[src/hdl/uipl_pkg.sv]
package uipl_pkg;

	// register addresses on the local register port
	localparam logic [3:0] ADDR_MASK  = 4'h1;
	localparam logic [3:0] ADDR_CAUSE = 4'h2;

	// interrupt_mask_reg field positions
	localparam int MASK_RXD   = 0;
	localparam int MASK_TX    = 1;
	localparam int MASK_LSR   = 2;
	localparam int MASK_MSR   = 3;
	localparam int MASK_RSVD  = 4;
	localparam int MASK_XCHAR = 5;
	localparam int MASK_FOUT  = 6;
	localparam int MASK_FIN   = 7;

	// reset value and writable bits (reserved bit 4 stays zero)
	localparam logic [7:0] MASK_RESET = 8'h00;
	localparam logic [7:0] MASK_WBITS = 8'hef;

	// line_state_reg bits that drive the transmit source
	localparam int LSR_THR_EMPTY = 5;
	localparam int LSR_TX_IDLE   = 6;

	// interrupt_cause_reg bits 5..0 per priority level
	localparam logic [5:0] CODE_LSR   = 6'h06;
	localparam logic [5:0] CODE_RXD   = 6'h04;
	localparam logic [5:0] CODE_RXTO  = 6'h0c;
	localparam logic [5:0] CODE_TX    = 6'h02;
	localparam logic [5:0] CODE_MSR   = 6'h00;
	localparam logic [5:0] CODE_XCHAR = 6'h10;
	localparam logic [5:0] CODE_FLOW  = 6'h20;
	localparam logic [5:0] CODE_NONE  = 6'h01;

	// interrupt_cause_reg bits 7..6
	localparam logic [1:0] FIFO_ON  = 2'h3;
	localparam logic [1:0] FIFO_OFF = 2'h0;

	// receive timeout: character times plus extra bit times
	localparam logic [7:0] TO_CHARS      = 8'h04;
	localparam logic [7:0] TO_EXTRA_BITS = 8'h0c;
	localparam int         TO_CNT_W      = 8;

	// reported priority level, one-hot
	typedef enum logic [7:0] {
		LVL_NONE  = 8'h01,
		LVL_LSR   = 8'h02,
		LVL_RXD   = 8'h04,
		LVL_RXTO  = 8'h08,
		LVL_TX    = 8'h10,
		LVL_MSR   = 8'h20,
		LVL_XCHAR = 8'h40,
		LVL_FLOW  = 8'h80
	} uipl_level_e;

endpackage

[src/hdl/uipl_to_if.sv]
`timescale 1ns/10ps
interface uipl_to_if;
	logic       bit_tick;
	logic [3:0] char_bits;
	logic       armed;
	logic       restart;
	logic       expired;

	modport ctrl (
		output bit_tick,
		output char_bits,
		output armed,
		output restart,
		input  expired
	);

	modport timer (
		input  bit_tick,
		input  char_bits,
		input  armed,
		input  restart,
		output expired
	);
endinterface

[src/hdl/uipl_rxto.sv]
`timescale 1ns/10ps
module uipl_rxto (
	input wire logic clk,
	input wire logic reset,
	uipl_to_if.timer to
);
	typedef struct packed {
		logic [uipl_pkg::TO_CNT_W-1:0] cnt;
		logic                          expired;
	} uipl_rxto_s;

	uipl_rxto_s                    st;
	uipl_rxto_s                    next_st;
	logic [uipl_pkg::TO_CNT_W-1:0] limit;

	// idle limit in bit times: four characters plus twelve bits
	assign limit = uipl_pkg::TO_CHARS * {4'h0, to.char_bits}
		+ uipl_pkg::TO_EXTRA_BITS;

	// count idle bit times; saturate so the timer fires only once
	always_comb begin
		next_st = st;
		next_st.expired = 1'b0;
		if (!to.armed || to.restart) begin
			next_st.cnt = 8'h00;
		end else if (to.bit_tick && st.cnt != limit) begin
			next_st.cnt = st.cnt + 8'h01;
			if (st.cnt == limit - 8'h01) begin
				next_st.expired = 1'b1;
			end
		end
	end

	always_ff @(posedge clk) begin
		if (reset) begin
			st <= '0;
		end else begin
			st <= next_st;
		end
	end

	assign to.expired = st.expired;
endmodule

[src/hdl/uipl_top.sv]
// Contract
// receive data interrupt: character held, or FIFO level at trigger.
// FIFO mode timeout after four characters plus twelve bit times idle.
// without half duplex, transmit interrupt follows line state bit 5.
// with half duplex, transmit interrupt follows line state bit 6.
// line status interrupt at once on a character with error bits.
// mask bits 0..3 per source, bit 4 reserved, all reset zero.
// mask bits 5..7 act only with enhanced enable set.
// modem control bit 2 picks RTS/DTR output and CTS/DSR input.
// flow input rising edge interrupts when auto input flow enabled.
// flow output rising edge interrupts when auto output flow enabled.
// modem status interrupt when any delta bit sets.
// Xon, Xoff or special character raises received character interrupt.
// wake indicator set leaving sleep, cleared by global source read.
// cause read shows only the highest pending; others stay queued.
// codes for levels 1..4: 06, 04, 0c, 02.
// codes for levels 5..7 and none: 00, 10, 20, 01.
// cause bit 0 low while pending, high otherwise, resets high.
// line state read clears line status; modem read clears modem and flow.
// receive data clears below trigger; timeout clears when FIFO empty.
// cause read clears transmit and Xon/Xoff; special also by next char.
// cause bits 7..6 read ones with FIFOs on, zeros off.
// interrupt output high while any enabled source is pending.
`timescale 1ns/10ps
module uipl_top #(
	parameter int LEVEL_W = 7
) (
	input  wire logic               CLK_SYS,
	input  wire logic               RESET,
	input  wire logic [3:0]         ADDR,
	input  wire logic [7:0]         WDATA,
	input  wire logic               WR,
	input  wire logic               RD,
	output      logic [7:0]         RDATA,
	input  wire logic               FIFO_EN,
	input  wire logic               AUTO_HALF_DUPLEX,
	input  wire logic               ENH_EN,
	input  wire logic               AUTO_IN_FLOW,
	input  wire logic               AUTO_OUT_FLOW,
	input  wire logic               PIN_SEL,
	input  wire logic               RHR_FULL,
	input  wire logic [LEVEL_W-1:0] RX_LEVEL,
	input  wire logic [LEVEL_W-1:0] RX_TRIG,
	input  wire logic               RX_CHAR_IN,
	input  wire logic [3:0]         RX_ERR,
	input  wire logic               RX_POP,
	input  wire logic               RX_ACTIVE,
	input  wire logic               BIT_TICK,
	input  wire logic [3:0]         CHAR_BITS,
	input  wire logic [7:0]         LINE_STATE,
	input  wire logic [3:0]         MODEM_DELTA,
	input  wire logic               XON_DET,
	input  wire logic               XOFF_DET,
	input  wire logic               SPECIAL_DET,
	input  wire logic               CTS_N,
	input  wire logic               DSR_N,
	input  wire logic               RTS_N,
	input  wire logic               DTR_N,
	input  wire logic               WAKE_EVENT,
	input  wire logic               LSR_READ,
	input  wire logic               MSR_READ,
	input  wire logic               GLOBAL_IRQ_SOURCE_0_READ,
	output      logic               IRQ,
	output      logic               WAKE_IND
);
	typedef struct packed {
		logic [7:0] mask;
		logic [7:0] rdata;
		logic       irq;
		logic       wake;
		logic       lsr_p;
		logic       rxto_p;
		logic       tx_p;
		logic       msr_p;
		logic       xchar_p;
		logic       spec_p;
		logic       fin_p;
		logic       fout_p;
		logic       tx_src_q;
		logic       delta_q;
		logic       fin_pin_q;
		logic       fout_pin_q;
	} uipl_top_s;

	uipl_top_s            st;
	uipl_top_s            next_st;
	uipl_pkg::uipl_level_e level;
	logic [5:0]           code;
	logic                 en_rxd;
	logic                 en_tx;
	logic                 en_lsr;
	logic                 en_msr;
	logic                 en_x;
	logic                 en_fo;
	logic                 en_fi;
	logic                 rxd_lvl;
	logic                 tx_src;
	logic                 fin_pin;
	logic                 fout_pin;
	logic                 cause_rd;
	logic                 mask_wr;
	logic                 any_next;

	uipl_to_if to_bus ();

	// the timer only runs while the FIFO holds data below its trigger
	// and the line is quiet; any new character or pop restarts it
	// timeout arming
	assign to_bus.bit_tick  = BIT_TICK;
	assign to_bus.char_bits = CHAR_BITS;
	assign to_bus.armed     = FIFO_EN && RX_LEVEL != '0
		&& RX_LEVEL < RX_TRIG && !RX_ACTIVE;
	assign to_bus.restart   = RX_CHAR_IN || RX_POP;

	uipl_rxto u_rxto (
		.clk   (CLK_SYS),
		.reset (RESET),
		.to    (to_bus)
	);

	// per-source enables
	always_comb begin
		// base enables
		en_rxd = st.mask[uipl_pkg::MASK_RXD];
		en_tx  = st.mask[uipl_pkg::MASK_TX];
		en_lsr = st.mask[uipl_pkg::MASK_LSR];
		en_msr = st.mask[uipl_pkg::MASK_MSR];
		// enhanced enable gate
		en_x   = st.mask[uipl_pkg::MASK_XCHAR] && ENH_EN;
		en_fo  = st.mask[uipl_pkg::MASK_FOUT] && ENH_EN;
		en_fi  = st.mask[uipl_pkg::MASK_FIN] && ENH_EN;
	end

	// level sources and pin selection
	always_comb begin
		// receive data level
		rxd_lvl = FIFO_EN ? (RX_LEVEL >= RX_TRIG) : RHR_FULL;
		// normal transmit source
		tx_src  = LINE_STATE[uipl_pkg::LSR_THR_EMPTY];
		if (AUTO_HALF_DUPLEX) begin
			// half duplex source
			tx_src = LINE_STATE[uipl_pkg::LSR_TX_IDLE];
		end
		// pin select
		fin_pin  = PIN_SEL ? DSR_N : CTS_N;
		fout_pin = PIN_SEL ? DTR_N : RTS_N;
	end

	// fixed priority: earlier branch is the higher level
	always_comb begin
		// highest pending only
		if (st.lsr_p && en_lsr) begin
			level = uipl_pkg::LVL_LSR;
		end else if (rxd_lvl && en_rxd) begin
			level = uipl_pkg::LVL_RXD;
		end else if (st.rxto_p && en_rxd) begin
			level = uipl_pkg::LVL_RXTO;
		end else if (st.tx_p && en_tx) begin
			level = uipl_pkg::LVL_TX;
		end else if (st.msr_p && en_msr) begin
			level = uipl_pkg::LVL_MSR;
		end else if ((st.xchar_p || st.spec_p) && en_x) begin
			level = uipl_pkg::LVL_XCHAR;
		end else if ((st.fin_p && en_fi) || (st.fout_p && en_fo)) begin
			level = uipl_pkg::LVL_FLOW;
		end else begin
			level = uipl_pkg::LVL_NONE;
		end
	end

	// cause code for the reported level
	always_comb begin
		case (level)
			// levels 1 to 4
			uipl_pkg::LVL_LSR: begin
				code = uipl_pkg::CODE_LSR;
			end
			uipl_pkg::LVL_RXD: begin
				code = uipl_pkg::CODE_RXD;
			end
			uipl_pkg::LVL_RXTO: begin
				code = uipl_pkg::CODE_RXTO;
			end
			uipl_pkg::LVL_TX: begin
				code = uipl_pkg::CODE_TX;
			end
			// levels 5 to 7
			uipl_pkg::LVL_MSR: begin
				code = uipl_pkg::CODE_MSR;
			end
			uipl_pkg::LVL_XCHAR: begin
				code = uipl_pkg::CODE_XCHAR;
			end
			uipl_pkg::LVL_FLOW: begin
				code = uipl_pkg::CODE_FLOW;
			end
			// bit 0 high when idle
			default: begin
				code = uipl_pkg::CODE_NONE;
			end
		endcase
	end

	// register port decode
	assign cause_rd = RD && ADDR == uipl_pkg::ADDR_CAUSE;
	assign mask_wr  = WR && ADDR == uipl_pkg::ADDR_MASK;

	// next state; every sticky flag lets a new event win over its clear
	always_comb begin
		next_st = st;
		next_st.tx_src_q   = tx_src;
		next_st.delta_q    = |MODEM_DELTA;
		next_st.fin_pin_q  = fin_pin;
		next_st.fout_pin_q = fout_pin;

		// mask write, reserved bit held zero
		if (mask_wr) begin
			next_st.mask = WDATA & uipl_pkg::MASK_WBITS;
		end

		// read data stand only in the cycle after the strobe
		next_st.rdata = 8'h00;
		if (RD) begin
			case (ADDR)
				uipl_pkg::ADDR_MASK: begin
					next_st.rdata = st.mask;
				end
				uipl_pkg::ADDR_CAUSE: begin
					// FIFO status bits
					next_st.rdata = {FIFO_EN ? uipl_pkg::FIFO_ON
						: uipl_pkg::FIFO_OFF, code};
				end
				default: begin
					next_st.rdata = 8'h00;
				end
			endcase
		end

		// error on arriving character
		next_st.lsr_p = (RX_CHAR_IN && |RX_ERR)
			// line state read clears
			|| (st.lsr_p && !LSR_READ);

		// timeout holds until FIFO empty
		next_st.rxto_p = to_bus.expired
			|| (st.rxto_p && RX_LEVEL != '0);

		// a cause read clears a source only if it was the one shown,
		// so a lower level stays queued for the next read
		// transmit cleared by cause read
		next_st.tx_p = (tx_src && !st.tx_src_q)
			|| (st.tx_p && !(cause_rd && level == uipl_pkg::LVL_TX));

		// any delta bit sets
		next_st.msr_p = (|MODEM_DELTA && !st.delta_q)
			|| (st.msr_p && !MSR_READ);

		// received character detect
		next_st.xchar_p = XON_DET || XOFF_DET
			// Xon/Xoff cleared by cause read
			|| (st.xchar_p
			&& !(cause_rd && level == uipl_pkg::LVL_XCHAR));
		next_st.spec_p = SPECIAL_DET
			// special also cleared by next char
			|| (st.spec_p && !RX_CHAR_IN
			&& !(cause_rd && level == uipl_pkg::LVL_XCHAR));

		// flow input low to high
		next_st.fin_p = (AUTO_IN_FLOW && fin_pin && !st.fin_pin_q)
			// modem read clears flow
			|| (st.fin_p && !MSR_READ);
		// flow output low to high
		next_st.fout_p = (AUTO_OUT_FLOW && fout_pin && !st.fout_pin_q)
			|| (st.fout_p && !MSR_READ);

		// wake indicator
		next_st.wake = WAKE_EVENT || (st.wake && !GLOBAL_IRQ_SOURCE_0_READ);
	end

	// interrupt output tracks the flags being loaded this edge, so it
	// is not a cycle behind them; receive data is a live level input
	always_comb begin
		// any enabled pending source
		any_next = (next_st.lsr_p && en_lsr)
			|| (rxd_lvl && en_rxd)
			|| (next_st.rxto_p && en_rxd)
			|| (next_st.tx_p && en_tx)
			|| (next_st.msr_p && en_msr)
			|| ((next_st.xchar_p || next_st.spec_p) && en_x)
			|| (next_st.fin_p && en_fi)
			|| (next_st.fout_p && en_fo)
			|| next_st.wake;
	end

	// single state register
	always_ff @(posedge CLK_SYS) begin
		if (RESET) begin
			st <= '0;
			st.mask <= uipl_pkg::MASK_RESET;
		end else begin
			st <= next_st;
			st.irq <= any_next;
		end
	end

	// outputs straight from flip-flops
	assign RDATA    = st.rdata;
	assign IRQ      = st.irq;
	assign WAKE_IND = st.wake;
endmodule

[config.mk]
export PLATFORM = sky130hd
export DESIGN_NAME = uipl_top
export DESIGN_NICKNAME = d
export VERILOG_FILES = /design/src/hdl/uipl_pkg.sv /design/src/hdl/uipl_to_if.sv /design/src/hdl/uipl_rxto.sv /design/src/hdl/uipl_top.sv
export SDC_FILE = /design/constraint.sdc
export NUM_CORES = 1
export LEC_CHECK = 0
export BUFFER_PORTS_ARGS = -buffer_cell sky130_fd_sc_hd__buf_2
export CAP_MARGIN = 0
export CORE_UTILIZATION = 40
export CTS_BUF_LIST = sky130_fd_sc_hd__clkbuf_4
export CTS_CLUSTER_DIAMETER = 50
export DETAILED_ROUTE_END_ITERATION = 10
export HOLD_SLACK_MARGIN = 0.12
export PLACE_DENSITY_LB_ADDON = 0.2
export SLEW_MARGIN = 40
export SYNTH_ARGS = -nofsm -noshare
export SYNTH_HDL_FRONTEND = slang
export SYNTH_HIERARCHICAL = 1
export SYNTH_SLANG_ARGS = --single-unit
export TNS_END_PERCENT = 10
[constraint.sdc]
create_clock -name CLK_SYS -period 7.4 [get_ports CLK_SYS]
set_input_delay 1.48 -clock CLK_SYS [delete_from_list [all_inputs] [get_ports CLK_SYS]]
set_output_delay 1.48 -clock CLK_SYS [all_outputs]
set_load 0.01 [all_outputs]
Word level (Yosys, flattened, before mapping)
Cells that the tools add are included.
W data, S select, Z words.
Cells by class
  multiplexer cells: 15
  $lt $le $gt $ge: 2
  equal/unequal tests: 11
  reductions and logical operators: 84
  $add $sub $neg: 3
  bitwise logic cells: 2
Operators by type and width (count)
  $mux W8: 7
  $logic_and A1 B1 Y1: 43
  $pmux W6 S7: 1
  $logic_or A1 B1 Y1: 23
  $pmux W8 S2: 1
  $logic_not A1 Y1: 12
  $add A8 B1 Y8 const B: 1
  $eq A8 B2 Y1 const B: 1
  $eq A8 B3 Y1 const B: 1
  $eq A8 B4 Y1 const B: 1
  $eq A8 B5 Y1 const B: 1
  $eq A8 B6 Y1 const B: 1
  $eq A8 B7 Y1 const B: 1
  $eq A8 B8 Y1: 1
  $eq A8 B8 Y1 const B: 1
  $ne A8 B8 Y1: 1
  $reduce_or A4 Y1: 2
  $sub A8 B1 Y8 const B: 1
  $add A6 B4 Y7 const B: 1
  $ge A7 B7 Y1: 1
  $lt A7 B7 Y1: 1
  $reduce_bool A7 Y1: 1
  $mux W1: 5
  $eq A4 B1 Y1 const B: 1
  5 further kinds: 7
Storage, ports and cells
  register bits: 38
  input port bits: 72
  word-level logic and storage cells: 135

Depth between registers and ports, before layout
Gate-level depths: netlist of run 1.
  depth in word-level cells: 22
  gate-level depth with buffers: 12
  mapped depth without buffers: 11

Modules after synthesis
Netlist of run 1, hierarchy kept.
Modules (own cells, without submodules)
  uipl_top: cells an instance 190, seq. area each 580.6 um2, times used 1, area an instance 1596.5 um2
  uipl_rxto: cells an instance 85, seq. area each 180.2 um2, times used 1, area an instance 730.7 um2

Worst setup path before layout of run 1
OpenSTA, ideal clock, no wires.
  path kind: input port to flip-flop
  start point: input port RX_TRIG[1]
  end point: register u_rxto.st, in the netlist u_rxto/to.expired
  required time: 7330 ps
  data arrival time: 3281 ps
  path slack: 4049 ps
  stages on the path: 11
  cell sequence: inv_1 > ha_1 > a21o_1 > a21oi_1 > nor2_1 > nor4_1 > or3b_1 > buf_4 > nor4_1 > nand4_1 > a21oi_1
On the way
  longest elaborated chain between the ends: 6
RTL lines
  from (decl): line uipl_top.sv:43  | input wire logic [LEVEL_W-1:0] RX_TRIG,
  $lt A7 B7 Y1: line uipl_top.sv:112  | && RX_LEVEL < RX_TRIG && !RX_ACTIVE;
  $logic_and A1 B1 Y1 (2 in series): line uipl_top.sv:112
  named net to_bus.armed: line uipl_to_if.sv:5  | logic armed;
  $logic_not A1 Y1: line uipl_rxto.sv:24  | if (!to.armed || to.restart) begin
  $logic_or A1 B1 Y1: line uipl_rxto.sv:24
  $reduce_or A3 Y1 (no line)
  to (signal assigned): line uipl_rxto.sv:38  | st <= next_st;
  to (decl): line uipl_rxto.sv:12  | uipl_rxto_s st;
The timed path passes the listed nets, and every way through them passes these cells.
A chain may end at the register's enable or synchronous reset.

Final worst setup path of run 1
  start point: input port RX_LEVEL[1]
  end point: register u_rxto.st, in the netlist u_rxto/to.expired
On the way
  longest elaborated chain between the ends: 7
RTL lines
  from (decl): line uipl_top.sv:42  | input wire logic [LEVEL_W-1:0] RX_LEVEL,
  branches (longest 2 deep; another with $lt A7 B7 Y1)
  $logic_and A1 B1 Y1 * (2 in series): line uipl_top.sv:112
  named net to_bus.armed: line uipl_to_if.sv:5
  $logic_not A1 Y1 *: line uipl_rxto.sv:24
  $logic_or A1 B1 Y1 *: line uipl_rxto.sv:24
  $reduce_or A3 Y1 (no line) *
Mark *: on every way through the listed nets, which the timed path passes.

==> results.json, run 1 <==
{
  "cts_hold_buf": 0,
  "htree_levels": 2,
  "yosysMostFrequentCell": "dfxtp_1",
  "drv_slew": 0,
  "gp_congestion": 0.8374,
  "yosys.area.top_type": "dfxtp_1",
  "cap_viol_max_count": 0,
  "met3_usage_pct": 3.953,
  "rsz0062_at_grt": "false",
  "skew_ns": 0.007033,
  "status": "complete, no violations",
  "clk-insertion-delay-late_ns": 0.34,
  "start_kind": "input pin",
  "grt_pass1_vias": 1981,
  "root_buffer": "clkbuf_4",
  "ioPinCount": 82,
  "die_h_um": 78.28,
  "p_per_area_nw_per_um2": 153.1,
  "tightest_slew_ns": 0.6095,
  "coreArea_um2": 5540,
  "ys_warn_count": 6,
  "start_util_pct": 42.01,
  "synth_area_leaders": "dfxtp_1 (33%), ha_1 (7.0%), a21oi_1 (5.8%)",
  "yosysTopAreaCellShare_pct": 32.69,
  "final_nets": 427,
  "detail_route.wl_per_cell_um": 12.61,
  "track_usage_pct": 18.11,
  "post_cts_buffers": 0,
  "drc": 0,
  "synth_seq_cells": 38,
  "worst-endpoint-arrival_ns": 3.78,
  "antenna_left": 0,
  "synth.distinct_cells": 58,
  "synthFlopType": "dfxtp_1",
  "final.min_clock_period_ns": 3.500,
  "cts.sinks": 38,
  "endpoint_kind": "flip-flop",
  "maxSlewHeadroom_pct": 59.23,
  "synth-seq-area-share_pct": 32.69,
  "drtIter0Drc": 208,
  "post-route-period-util_pct": 47.30,
  "drive_gt1_share_pct": 30.03,
  "cts_buffer_depth": 2,
  "n_antenna_cell": 0,
  "port_buffers": 74,
  "grt_max_degree": 25,
  "area_growth_pct": 19.68,
  "placementRows": 27,
  "fillers": 566,
  "drtPass1Iterations": 4,
  "use_met2_pct": 28.07,
  "dp_hpwl_um": 4106,
  "setup_viol": 0,
  "cts_inserted_buffers": 5,
  "synthArstFlopShare_pct": 0,
  "dp_slack_ns": 3.557,
  "peakVddDrop_uv": 78.81,
  "clk_pin_slew_worst_paths_ns": 0.12,
  "overflow": 0,
  "synth_enable_flop_cells": 0,
  "syn_nets": 360,
  "crit_type": "input pin to flip-flop",
  "p_leak_nw": 1.165,
  "grt_pass1_wl_um": 8797,
  "placed_area_um2": 2703,
  "cts_tree": "yes",
  "postSynthCellCount": 275,
  "timing.fmax_mhz": 285.7,
  "final_cell_area_um2": 2785,
  "die_area_um2": 6127,
  "crit_required_ns": 7.67,
  "regArea_um2": 760.7,
  "crit_fanout": 9,
  "routed-via-count": 2158,
  "cts_resized": 0,
  "antenna_found_initial": 0,
  "via_per_inst": 5.200,
  "hold_path_class": "flip-flop to flip-flop",
  "routed_wl_um": 5232,
  "use_met1_pct": 24.86,
  "r2r_slack_ns": 5.43,
  "hold_viol": 0,
  "synthTopCellsByCount": "dfxtp_1 (38), a21oi_1 (27), nand2_1 (25), nor2_1 (20), inv_1 (17)",
  "fin_ws_ns": 3.900,
  "syn_avg_cell_area_um2": 8.463,
  "netlist_area_um2": 2327,
  "busiest_layer": "met2",
  "die_width_um": 78.28,
  "multi_input_area_um2": 1406,
  "final.setup.tns_ns": 0
}
==> registers in the layout, indices dropped and copies added, names as in the netlist <==
register and flops:
st 15, RDATA 8, u_rxto/st 8, IRQ 1, WAKE_IND 1, en_lsr 1, en_msr 1, en_rxd 1
en_tx 1, u_rxto/to.expired 1
==> per-stage QoR <==
step           power [mW]  utilization [%]  std cells  hold WS (ns)
2_1_floorplan      0.2560                -        275        0.4588
3_3_place_gp       0.2850            48.58        407        0.4921
3_5_place_dp       0.2874            48.78        407        0.4967
4_1_cts            0.4311            50.27        415        0.5149
5_1_grt            0.4515            50.27        415        0.5479
6_report           0.4264            50.27        415        0.5143
==> cell usage in the layout, fill, tap and decap left out, types with 4 or more instances in the layout <==
cell type and n:
a21oi_2 4, dfxtp_1 38, nand3_1 14, xnor2_1 5, nor2_1 20, xor2_1 7, nand4_1 6, inv_1 17
buf_2 74, a32oi_1 5, a21oi_1 27, clkbuf_4 5, or3_1 4, nand2_1 25, nor3b_1 4, ha_1 13
o21ai_1 7, o21ai_0 7
==> path summary, 6_finish.rpt <==
kind | to | cells past startpoint | start
min | u_rxto/st[1] | 2 | u_rxto/st[1]
min reg2reg | u_rxto/st[1] | 2 | u_rxto/st[1]
max reg2reg | u_rxto/st[5] | 5 | u_rxto/st[3]
max | u_rxto/to.expired | 10 | RX_LEVEL[1]
==> worst max-delay path, stage by stage <==
cell	delay, ns
buf_2	0.12
ha_1	0.30
a21o_1	0.16
a21oi_1	0.14
nor2_1	0.05
nor4_1	0.34
or3b_1	0.56
nor4_1	0.33
nand4_1	0.15
a21oi_1	0.13
==> layout make-up <==
class | count | area share, %
multi-input cells | 204 | 50.49
inverters | 18 | 2.426
well taps | 72 | 3.235
flip-flops and latches | 38 | 27.31
repair buffers | 75 | 13.57
clock buffers | 5 | 1.348
clock inverters | 3 | 1.617
==> logic make-up (layout without fill, tap and decap cells) <==
family | after synthesis | in the layout | synth area share [%]
mux | 3 | 3 | 1.290
fa+ha+maj | 13 | 13 | 6.989
xor+xnor | 13 | 13 | 5.215
compound gates | 71 | 71 | 20.75
buf+inv | 33 | 101 | 7.365
flops | 38 | 38 | 32.69
simple gates | 104 | 104 | 25.70
==> power by group <==
| group | leakage [nW] | internal [mW] | total [mW] | switching (mW) |
|---|---|---|---|---|
| combinational | 0.818 | 0.0318 | 0.0687 | 0.0369 |
| clock | 0.0374 | 0.0709 | 0.144 | 0.0727 |
| sequential | 0.310 | 0.210 | 0.214 | 0.00408 |
| total | 1.17 | 0.313 | 0.426 | 0.114 |
==> routing by layer <==
layer,vias up,wire [µm]
li1,1124,-
met1,963,2481
met2,69,2417
met3,2,304
met4,0,28
met5,-,0
(Power assumes the default switching activity.)
==> run 2: changes to the inputs <==
==> constraint.sdc (replaced) <==
create_clock -name CLK_SYS -period 2.9 [get_ports CLK_SYS]
set_input_delay 0.58 -clock CLK_SYS [delete_from_list [all_inputs] [get_ports CLK_SYS]]
set_output_delay 0.58 -clock CLK_SYS [all_outputs]
set_load 0.01 [all_outputs]
==> run 2 against run 1 <==
Net effect:
- global-route usage decreased by 0.46 points
- critical endpoint unchanged
- total power rose to 2.8 times the previous value
- sequential share of layout area is 0.34 points lower
- setup slack got worse by 3.4 ns
==> results.json, run 2 (same netlist as run 1, synthesis figures left out) <==
{
  "setup_viol": 0,
  "dp_hpwl_um": 4143,
  "timing.fmax_mhz": 424.3,
  "root_buffer": "clkbuf_4",
  "area_growth_pct": 21.18,
  "p_per_area_nw_per_um2": 417.5,
  "timing.rr.end": "u_rxto/st[6]",
  "overflow": 0,
  "clkPwrFrac_pct": 38.8,
  "peakVddDrop_uv": 293.2,
  "cts.sinks": 38,
  "wl_met1_um": 2519,
  "rr_worst_depth": 6,
  "cts_buffer_depth": 2,
  "p_leak_nw": 1.195,
  "endpoint_kind": "flip-flop",
  "final_nets": 430,
  "via_per_inst": 5.187,
  "placementRows": 27,
  "coreArea_um2": 5540,
  "crit_fanout": 2,
  "slowest_delay_ns": 0.41,
  "htree_levels": 2,
  "post_cts_buffers": 0,
  "p_int_mw": 0.8876,
  "hold_end": "WAKE_IND",
  "track_usage_pct": 17.65,
  "final_cell_mix": "buf_2 (74), dfxtp_1 (38), a21oi_1 (27)",
  "antenna_found_initial": 0,
  "final_cells": 418,
  "die_area_um2": 6127,
  "cts_resized": 0,
  "drc": 0,
  "n_antenna_cell": 0,
  "cts_inserted_buffers": 5,
  "antenna_left": 0,
  "ioPinCount": 82,
  "crit_required_ns": 3.18,
  "largest_register": "st",
  "critPathBufInv": 1,
  "drive_gt1_share_pct": 30.64,
  "detail_route.wl_per_cell_um": 12.52,
  "cts_hold_buf": 0,
  "routed-via-count": 2168,
  "tightest_slew_ns": 0.7140,
  "cts_tree": "yes",
  "worst-endpoint-arrival_ns": 2.64,
  "fillers": 567,
  "grt_pass1_vias": 1872,
  "hold_viol": 0,
  "rsz0062_at_grt": "false",
  "die_width_um": 78.28,
  "start_kind": "input pin",
  "final.min_clock_period_ns": 2.357,
  "start_util_pct": 42.01,
  "drtIter0Drc": 161,
  "p_sw_share_pct": 24.62,
  "r2r_start": "u_rxto/st[6]",
  "layout_commonest_cell": "buf_2",
  "routed_wl_um": 5233,
  "drv_slew": 0,
  "grt_max_degree": 25,
  "switchingPower_mw": 0.2899,
  "cap_viol_max_count": 0,
  "r2r_slack_ns": 1.02,
  "slowest_stage": "or3b_1",
  "clk-insertion-delay-late_ns": 0.35,
  "combPwrFrac_pct": 14.8,
  "dr_wl_met2_um": 2325,
  "post-route-period-util_pct": 81.27,
  "clk_pin_slew_worst_paths_ns": 0.12,
  "largest_register_ffs": 15,
  "worstPathCellList": "buf_2 -> ha_1 -> a21o_1 -> a21oi_1 -> nor2_1 -> nor4_1 -> or3b_1 -> nor4_1 -> nand4_1 -> a21oi_1",
  "maxSlewHeadroom_pct": 52.28,
  "grt_pass1_wl_um": 8576,
  "pwr-share-seq_pct": 46.4,
  "final.setup.tns_ns": 0,
  "port_buffers": 74,
  "dpl.cell_count": 410,
  "hp-start": "WAKE_EVENT",
  "hold_path_class": "input pin to flip-flop",
  "wl_met3_um": 329,
  "path_delay_family": "simple AND/OR/NAND/NOR gates",
  "hold_depth": 3,
  "skew_ns": 0.01085,
  "gp_congestion": 0.7981,
  "crit_type": "input pin to flip-flop",
  "die_h_um": 78.28,
  "drtPass1Iterations": 5,
  "status": "complete, no violations",
  "routed.top_layer": "met4"
}
## run 2: cell types whose count changed in the layout (fill, tap and decap cells not counted)
cell	change
buf_4	+3
clkinvlp_4	-2
bufinv_16	+1
clkinv_4	+1
o41ai_2	+1
o41ai_4	-1
## run 2: layout make-up
class                   instances  area [µm²]  area share (%)
clock buffers                   5       37.54           1.331
clock inverters                 3       68.82           2.440
inverters                      18       67.56           2.396
multi-input cells             204        1395           49.47
flip-flops and latches         38       760.7           26.97
well taps                      72       90.09           3.194
repair buffers                 78       400.4           14.20
## run 2: through the flow
stage	power (mW)	setup WS, ns	cell area [µm²]	util [%]	hold slack [ns]
floorplan	0.6532	0.4491	2327	-	0.4588
global placement	0.7294	0.2189	2714	48.98	0.4909
detailed placement	0.7327	0.2077	2714	48.98	0.4984
CTS	1.190	0.5567	2820	50.90	0.4460
global route	1.242	0.4679	2820	50.90	0.4376
finish	1.178	0.5432	2820	50.90	0.4520
## run 2: worst max path at each step
stage / from / end / slack, ns / depth (start not counted)
floorplan: RX_TRIG[1] / u_rxto/to.expired / 0.45 / 11
global placement: RX_LEVEL[1] / u_rxto/to.expired / 0.22 / 10
detailed placement: RX_LEVEL[1] / u_rxto/to.expired / 0.21 / 10
CTS: RX_LEVEL[1] / u_rxto/to.expired / 0.56 / 10
global route: RX_LEVEL[1] / u_rxto/to.expired / 0.47 / 10
finish: RX_LEVEL[1] / u_rxto/to.expired / 0.54 / 10
## run 2: tightest hold or removal path, delay by kind of cell
| family | cells | cell delay, ns |
|---|---|---|
| buffers and inverters | 1 | 0.07 |
| AOI/OAI and AO/OA | 1 | 0.05 |
| and+or+nand+nor | 1 | 0.07 |
## run 2: power by group through the flow
| stage | combinational (mW) | clock (mW) | sequential [mW] |
|---|---|---|---|
| 6_report | 0.175 | 0.456 | 0.546 |
| 5_1_grt | 0.195 | 0.498 | 0.549 |
| 4_1_cts | 0.176 | 0.468 | 0.546 |
| 3_5_place_dp | 0.175 | 0 | 0.558 |
| 3_3_place_gp | 0.172 | 0 | 0.558 |
| 2_1_floorplan | 0.0974 | 0 | 0.556 |
## run 2: routing by layer
metal / GRT usage (%) / up-vias
met5: 0 / -
met4: 5.000 / 0
met3: 3.953 / 6
met2: 26.93 / 66
met1: 24.77 / 965
li1: - / 1131
